`src/design/io_state_defines.vh`:
```
// Purpose: constants for the input-state and forced-output object block
// Assumes: object addresses are word indices on the host access port
// Notes: data words and masks are 32 bits, object addresses 16 bits, function code 6 bits
`ifndef IO_STATE_DEFINES_VH
`define IO_STATE_DEFINES_VH
`define ADDR_POSITION_DEVIATION 16'h366a
`define ADDR_POSITION_REFERENCE_ENCODER 16'h367a
`define ADDR_INPUT_STATE_WORD 16'h367c
`define ADDR_TARGET_VELOCITY 16'h3680
`define ADDR_FORCED_OUTPUT_WORD 16'h3781
`define ADDR_FORCED_OUTPUT_ENABLE_MASK 16'h3881
`define RESET_WORD 32'h00000000
`define BIT_NEG_LIMIT 0
`define BIT_POS_LIMIT 1
`define BIT_HOME 2
`define BIT_GENERAL_LO 16
`define BIT_TORQUE_OFF_FIRST 27
`define BIT_TORQUE_OFF_SECOND 28
`define BIT_RELAY_FEEDBACK 29
`define BIT_ENCODER_INDEX 30
`define BIT_FORCED_LO 16
`define NUM_FORCED 5
`define BIT_GAIN_SWITCHOVER 26
`define FORCED_FUNCTION_CODE 6'h1f
`define WRITABLE_MASK 32'h041f0000
`endif

```
`src/design/forced_output_mux.v`:
```
// Purpose: per-pin selection between normal and host-forced output level
// Assumes: function code per pin supplied by the configuration logic
// Notes: purely combinational; the top registers the result
`timescale 1ns/1ps
`include "io_state_defines.vh"
module forced_output_mux
(
	// per pin inputs, pin n at bits 6n+5..6n for function codes
	input wire [4:0] normal_level,
	input wire [29:0] pin_function,
	input wire [31:0] forced_word,
	input wire [31:0] enable_mask,
	// result
	output wire [4:0] pin_level
);
	genvar i;
	generate
		for (i = 0; i < `NUM_FORCED; i = i + 1)
		begin : g_pin
			wire sel;
			assign sel = (pin_function[6*i+5:6*i] == `FORCED_FUNCTION_CODE) &&
				enable_mask[`BIT_FORCED_LO+i];
			assign pin_level[i] = sel ? forced_word[`BIT_FORCED_LO+i] : normal_level[i];
		end
	endgenerate
endmodule

```
`src/design/io_state_objects.v`:
```
// Purpose: input-state, forced-output, position and target-velocity objects
// Assumes: host access port is synchronous, one access per strobe, read data next cycle
// Notes: clk_en low freezes all state
`timescale 1ns/1ps
`include "io_state_defines.vh"
// Function
// - input-state word shows present level of each input, 1 active
// - bit0 negative limit, bit1 positive limit, bit2 home, bits16-23 general inputs
// - pins one to five forced from bits16-20 when function 31 and enabled
// - bit26 selects gain switchover only when mask bit26 is set
// - enable mask uses bits16-20 and 26, resets to zero
// - position deviation is read-only signed 32-bit, resets to zero
// - encoder-unit position reference is read-only signed 32-bit
// - with servo enabled and no warning, encoder ref equals ref times gear ratio
module io_state_objects
(
	// clock and reset
	input wire clk,
	input wire rst,
	input wire clk_en,
	// host object access
	input wire [15:0] obj_addr,
	input wire obj_wr,
	input wire obj_rd,
	input wire [31:0] obj_wdata,
	output reg [31:0] obj_rdata,
	output reg obj_ack,
	output reg obj_err,
	// input pins and status sources
	input wire neg_limit,
	input wire pos_limit,
	input wire home_switch,
	input wire [7:0] input_pin_state,
	input wire safe_torque_off_first,
	input wire safe_torque_off_second,
	input wire relay_feedback_monitor,
	input wire encoder_index,
	// position loop sources
	input wire [31:0] position_deviation_in,
	input wire [31:0] position_reference_units,
	input wire [31:0] gear_ratio,
	input wire servo_enable,
	input wire warning_present,
	// output pin configuration and normal levels
	input wire [29:0] pin_function,
	input wire [4:0] normal_output,
	input wire normal_gain_switchover,
	// outputs
	output reg [4:0] output_pin,
	output reg gain_switchover,
	output reg [31:0] target_velocity_out
);
	reg [31:0] input_state_word_reg;
	reg [31:0] position_deviation_reg;
	reg [31:0] position_reference_encoder_reg;
	reg [31:0] target_velocity_reg;
	reg [31:0] forced_output_word_reg;
	reg [31:0] forced_output_enable_mask_reg;
	reg [31:0] input_state_next;
	reg [31:0] rdata_next;
	reg hit_next;
	wire [63:0] product;
	wire [4:0] pin_level;
	// next values of the host-writable objects, of the tracked reference and of the gain selection
	reg [31:0] target_velocity_next;
	reg [31:0] forced_output_word_next;
	reg [31:0] forced_output_enable_mask_next;
	reg [31:0] position_reference_encoder_next;
	reg gain_switchover_next;
	wire access;
	wire wr_target_velocity;
	wire wr_forced_word;
	wire wr_forced_mask;

	// input levels as seen on the pins, unused positions held at zero
	always @*
	begin
		input_state_next = `RESET_WORD;
		input_state_next[`BIT_NEG_LIMIT] = neg_limit;
		input_state_next[`BIT_POS_LIMIT] = pos_limit;
		input_state_next[`BIT_HOME] = home_switch;
		input_state_next[`BIT_GENERAL_LO+7:`BIT_GENERAL_LO] = input_pin_state;
		input_state_next[`BIT_TORQUE_OFF_FIRST] = safe_torque_off_first;
		input_state_next[`BIT_TORQUE_OFF_SECOND] = safe_torque_off_second;
		input_state_next[`BIT_RELAY_FEEDBACK] = relay_feedback_monitor;
		input_state_next[`BIT_ENCODER_INDEX] = encoder_index;
	end

	// full 64-bit signed product; the reference takes its low 32 bits, so overflow wraps
	assign product = $signed(position_reference_units) * $signed(gear_ratio);

	// read select; an unmapped address reads zero and raises the error flag
	always @*
	begin
		hit_next = 1'b1;
		case (obj_addr)
			`ADDR_POSITION_DEVIATION: rdata_next = position_deviation_reg;
			`ADDR_POSITION_REFERENCE_ENCODER: rdata_next = position_reference_encoder_reg;
			`ADDR_INPUT_STATE_WORD: rdata_next = input_state_word_reg;
			`ADDR_TARGET_VELOCITY: rdata_next = target_velocity_reg;
			`ADDR_FORCED_OUTPUT_WORD: rdata_next = forced_output_word_reg;
			`ADDR_FORCED_OUTPUT_ENABLE_MASK: rdata_next = forced_output_enable_mask_reg;
			default:
			begin
				rdata_next = `RESET_WORD;
				hit_next = 1'b0;
			end
		endcase
	end

	forced_output_mux u_mux
	(
		.normal_level(normal_output),
		.pin_function(pin_function),
		.forced_word(forced_output_word_reg),
		.enable_mask(forced_output_enable_mask_reg),
		.pin_level(pin_level)
	);

	// decoded host writes; a write to a read-only or unmapped object changes nothing
	assign access = obj_wr | obj_rd;
	assign wr_target_velocity = obj_wr && (obj_addr == `ADDR_TARGET_VELOCITY);
	assign wr_forced_word = obj_wr && (obj_addr == `ADDR_FORCED_OUTPUT_WORD);
	assign wr_forced_mask = obj_wr && (obj_addr == `ADDR_FORCED_OUTPUT_ENABLE_MASK);

	always @*
	begin
		target_velocity_next = target_velocity_reg;
		forced_output_word_next = forced_output_word_reg;
		forced_output_enable_mask_next = forced_output_enable_mask_reg;
		if (wr_target_velocity)
			target_velocity_next = obj_wdata;
		// unused bit positions never reach the registers and read back as zero
		if (wr_forced_word)
			forced_output_word_next = obj_wdata & `WRITABLE_MASK;
		if (wr_forced_mask)
			forced_output_enable_mask_next = obj_wdata & `WRITABLE_MASK;
	end

	// encoder-unit reference tracks only while the servo runs with no warning
	always @*
	begin
		if (servo_enable && !warning_present)
			position_reference_encoder_next = product[31:0];
		else
			position_reference_encoder_next = position_reference_encoder_reg;
	end

	// host may override the gain selection through mask bit 26
	always @*
	begin
		if (forced_output_enable_mask_reg[`BIT_GAIN_SWITCHOVER])
			gain_switchover_next = forced_output_word_reg[`BIT_GAIN_SWITCHOVER];
		else
			gain_switchover_next = normal_gain_switchover;
	end

	// sampled input levels and position words; none of them is host-writable
	always @(posedge clk or posedge rst)
	begin
		if (rst)
		begin
			input_state_word_reg <= `RESET_WORD;
			position_deviation_reg <= `RESET_WORD;
			position_reference_encoder_reg <= `RESET_WORD;
		end
		else if (clk_en)
		begin
			input_state_word_reg <= input_state_next;
			position_deviation_reg <= position_deviation_in;
			position_reference_encoder_reg <= position_reference_encoder_next;
		end
	end

	// host-writable objects
	always @(posedge clk or posedge rst)
	begin
		if (rst)
		begin
			target_velocity_reg <= `RESET_WORD;
			forced_output_word_reg <= `RESET_WORD;
			forced_output_enable_mask_reg <= `RESET_WORD;
		end
		else if (clk_en)
		begin
			target_velocity_reg <= target_velocity_next;
			forced_output_word_reg <= forced_output_word_next;
			forced_output_enable_mask_reg <= forced_output_enable_mask_next;
		end
	end

	// answer one enabled cycle after each access; read data is zero without a read
	// a read and a write in the same cycle return the value held before the write
	always @(posedge clk or posedge rst)
	begin
		if (rst)
		begin
			obj_rdata <= `RESET_WORD;
			obj_ack <= 1'b0;
			obj_err <= 1'b0;
		end
		else if (clk_en)
		begin
			obj_ack <= access;
			obj_err <= access & ~hit_next;
			obj_rdata <= obj_rd ? rdata_next : `RESET_WORD;
		end
	end

	// pins, gain selection and velocity copy, each straight from a flip-flop
	always @(posedge clk or posedge rst)
	begin
		if (rst)
		begin
			output_pin <= 5'h00;
			gain_switchover <= 1'b0;
			target_velocity_out <= `RESET_WORD;
		end
		else if (clk_en)
		begin
			output_pin <= pin_level;
			gain_switchover <= gain_switchover_next;
			target_velocity_out <= target_velocity_reg;
		end
	end
endmodule

```
`config.mk`:
```
export PLATFORM = sky130hd
export DESIGN_NAME = io_state_objects
export DESIGN_NICKNAME = d
export VERILOG_FILES = /design/src/design/forced_output_mux.v /design/src/design/io_state_objects.v
export VERILOG_INCLUDE_DIRS = /design/src /design/src/design
export SDC_FILE = /design/constraint.sdc
export NUM_CORES = 2
export LEC_CHECK = 0
export BUFFER_PORTS_ARGS = -buffer_cell sky130_fd_sc_hd__clkbuf_2
export CORE_MARGIN = 2
export CORE_UTILIZATION = 45
export DETAILED_ROUTE_END_ITERATION = 10
export SYNTH_ARGS = -nofsm -noshare
export SYNTH_HDL_FRONTEND = slang
export SYNTH_HIERARCHICAL = 1
export SYNTH_SLANG_ARGS = --single-unit
export TNS_END_PERCENT = 5
```
`constraint.sdc`:
```
create_clock -name clk -period 15.6 [get_ports clk]
set_input_delay 1.56 -clock clk [delete_from_list [all_inputs] [get_ports clk]]
set_output_delay 1.56 -clock clk [all_outputs]
set_load 0.02 [all_outputs]
```
; After elaboration in Yosys (flattened, before gate mapping)
; Index checks and enable logic that the tools add are counted.
[word_totals]
register_bits = 195
in_bits = 202
output_inout_bits = 72
word_cells = 51
[op_classes]
mul = 1
n_eq_ne = 11
n_mux = 9
n_bitwise = 3
n_reduce_logical = 15
[ops]
columns = cell, n
row1 = 32-bit case mux with 6 select lines, 1
row2 = 16-bit by 14-bit == test with 1-bit output (second input constant), 6
row3 = 32-bit by 32-bit multiplier with 32-bit output, 1
row4 = 32-bit 2-to-1 mux, 1
row5 = 6-bit by 5-bit == test with 1-bit output (second input constant), 5
row6 = 1-bit logical AND, 9
row7 = 2-bit AND reduction, 4
row8 = 1-bit 2-to-1 mux, 7
row9 = 6-bit OR reduction, 1
row10 = 1-bit bitwise AND, 1
row11 = 1-bit zero test, 1
row12 = 1-bit NOT, 1
row13 = 1-bit OR, 1

; Longest topological paths before layout
[depth]
ltp_word = 5
ltp_mapped = 28
depth_no_buf = 26

; Cells and area by module
; Netlist, hierarchy kept.
[by_module_without_submodules]
columns = module, n_inst, cells_per_inst, area_each_um2, seq_area_each_um2
row1 = io_state_objects, 1, 2464, 24459.7, 4879.7
row2 = forced_output_mux, 1, 16, 136.4, 0.0

; Least setup slack after synthesis
; Ideal clock, no wire load.
[synth_path]
path_type = input to register
start = input port gear_ratio[2]
end = register position_reference_encoder_reg[31]
setup_time_ps = 132
arrival_ps = 7941
t_required_ps = 15468
setup_slack_ps = 7527
cell_stages = 26
path_buffers = 3
path_cell_list = clkbuf_1 clkbuf_1 nand2_1 fa_1 inv_1 fa_1 fa_1 inv_1 fa_1 inv_1 fa_1 inv_1 fa_1 fa_1 fa_1 inv_1 ha_1 buf_2 nand4_1 nor2_1 a211oi_2 o22ai_1 o41ai_1 o2111ai_1 xnor2_1 o21ai_1
[synth_via]
elab_chain_len = 1
[synth_rtl]
columns = item, line
row1 = "start, declared", io_state_objects.v:41  ; input wire [31:0] gear_ratio,
row2 = 32-bit by 32-bit multiplier with 32-bit output, io_state_objects.v:90  ; assign product = $signed(position_reference_units) * $signed(gear_ratio);
row3 = "end signal, assigned", io_state_objects.v:165  ; position_reference_encoder_reg <= `RESET_WORD;
row4 = "end signal, assigned", io_state_objects.v:171  ; position_reference_encoder_reg <= position_reference_encoder_next;
row5 = "end, declared", io_state_objects.v:55  ; reg [31:0] position_reference_encoder_reg;
; No other way between the ends.
; A chain may end at the register's enable or synchronous reset.

; Worst setup path in the final report
[layout_path]
start = input port gear_ratio[6]
end = register position_reference_encoder_reg[31]
; The elaborated chain is that of the path after synthesis.

==> metrics <==
Core Util, Final 50.0%; Via-to-Cell Ratio 5.28; initial DRC count 1005; status complete, no violations; Setup crit end kind flop; Avg Synthesized Cell Area 9.92 µm²; TritonCTS clock tree done; Initial Util 45.6%; Area Growth Syn to Fin 9.69%; Rows 85; CTS Buf Count 17; final WL 66.5 mm; number of global-route vias before repair 19121; core area 0.0539 mm²; DP HPWL 52.4 mm; Syn Nets 3239; initial antenna violation count 4; Final Instance Area 0.0270 mm²; Max-Cap Viols 0; total number of vias 17743; fillers 5033; min Tclk post-route 8.26 ns; Post-layout nets 3412; CP Launch Type primary input; slew margin rel. 23.6%; cell repeated most along the worst path fa_1; gr ovfl total 0; Slowest-stage cell, CP fa_1; Die W 238 µm; drt drc 0; CP Buf/Inv Count 5; Worst-path clk slew 0.07 ns; hold buffer count at CTS 0; Port Buf Inserts 273; maximum clock frequency 121 MHz; die height 238 µm; dpl cell area 0.0264 mm²; RSZ-0062 raised after global routing no; critical path type in2reg; TritonRoute pass-1 iters 5; final hold viol count 0; Skew-Pair Late Insertion Delay 0.43 ns; Syn Inst Count 2479; clk buf depth 2; first-pass GRT wire length 105 mm; worst-margin pin slew 1.14 ns; cts repair resizes 0; Arr. time, crit path 8.57 ns; Post-CTS Setup Inserts 0; H-tree depth 4; crit share post-route 53.0%; max-slew violation count 0; placed cell count 3329; Setup Skew 0.0107 ns; GR Util All Layers 24.0%; Storage cell area 0.00488 mm²; WL per Instance 19.8 µm; CP cell instances clkbuf_2 -> and2_1 -> fa_1 -> fa_1 -> fa_1 -> inv_1 -> fa_1 -> inv_1 -> fa_1 -> fa_1 -> fa_1 -> inv_1 -> fa_1 -> inv_1 -> ha_1 -> a211oi_1 -> nor3_1 -> a211oi_2 -> o22ai_1 -> o41ai_1 -> o2111ai_1 -> xnor2_1 -> o21ai_1; Boundary Pins 274; Critical Path RT 15.91 ns; Ys Warns 6; Final Setup Violations 0; worst-path maximum fanout 26; Cell Count, Final, Fillers Out 3362; hold crit path type reg2reg; layout cell share with drive strength beyond 1 16.8%; last weighted congestion value of the routability-driven placer 0.903; Post-Synthesis Cell Area 0.0246 mm²; multi-input logic area 0.0173 mm²; largest net degree at the start of global routing 124; # clock sinks 195; CTS root buf clkbuf_16; Die Area 0.0565 mm²; setup TNS 0 ns; slowest stage delay, CP 0.54 ns; remaining antenna violation count after routing 0; Top delay family on crit path adder cells
==> placed cells by master, fill, tap and decap left out, types with 4 or more instances in the layout <==
cell,instances
o22ai_1,25
nand3_1,10
inv_1,492
mux2i_1,23
nor3_1,7
and2_1,302
and4b_1,5
and3_1,7
o21bai_1,5
mux2_1,24
fa_1,408
a21o_1,6
a221oi_1,16
ha_1,150
a22o_1,10
o21ai_1,7
nor2_1,39
clkbuf_2,272
nand2b_1,4
mux2_2,110
xor2_1,19
nand2_1,286
a221o_1,5
o22ai_2,10
xnor2_1,63
clkbuf_16,17
buf_4,9
dfrtp_1,195
nand4_1,11
a21oi_1,34
o21ai_0,31
==> metal layers <==
layer	vias to the layer above	GRT usage [%]	share of wire, %
met5	-	0	0.029
met4	4	6.52	2.4
met3	107	3.60	5.5
met2	546	40.8	49
met1	9194	32.0	43
li1	7892	-	-
==> layout make-up <==
| type | count | share of cell area, % |
|---|---|---|
| inverter | 494 | 6.90 |
| timing repair buffer | 281 | 5.30 |
| clock inverter | 10 | 0.455 |
| multi-input combinational | 1663 | 64.3 |
| antenna | 1 | 0.00928 |
| sequential | 195 | 18.1 |
| tap | 696 | 3.23 |
| clock buffer | 22 | 1.72 |
==> worst reg2reg max path, delay by kind of cell (launching register included) <==
kind | cells | cell delay, ns
mux | 2 | 0.57
flops | 1 | 0.42
simple gates | 2 | 0.32
==> worst paths after layout <==
check / from / endpoint / slack, ns / cells past startpoint
worst min register to register: position_reference_encoder_reg[0] / position_reference_encoder_reg[0] / 0.49 / 2
min in group asynchronous: rst / target_velocity_reg[24] / 1.23 / 2
worst max register to register: forced_output_enable_mask_reg[18] / output_pin[2] / 14.17 / 4
max in group asynchronous: rst / position_reference_encoder_reg[7] / 12.87 / 3
worst min-delay path: position_reference_encoder_reg[0] / position_reference_encoder_reg[0] / 0.49 / 2
worst max-delay path: gear_ratio[6] / position_reference_encoder_reg[31] / 7.34 / 23
==> stage by stage <==
stage	worst slack, ns	hold slack (ns)
after floorplan	7.53	0.445
after global placement	7.08	0.469
after detailed placement	6.92	0.474
after CTS	7.38	0.487
after global routing	7.03	0.516
final	7.34	0.485
Power is not shown: default switching activity piles up to over one toggle a cycle in this logic, so the estimate is an artifact.
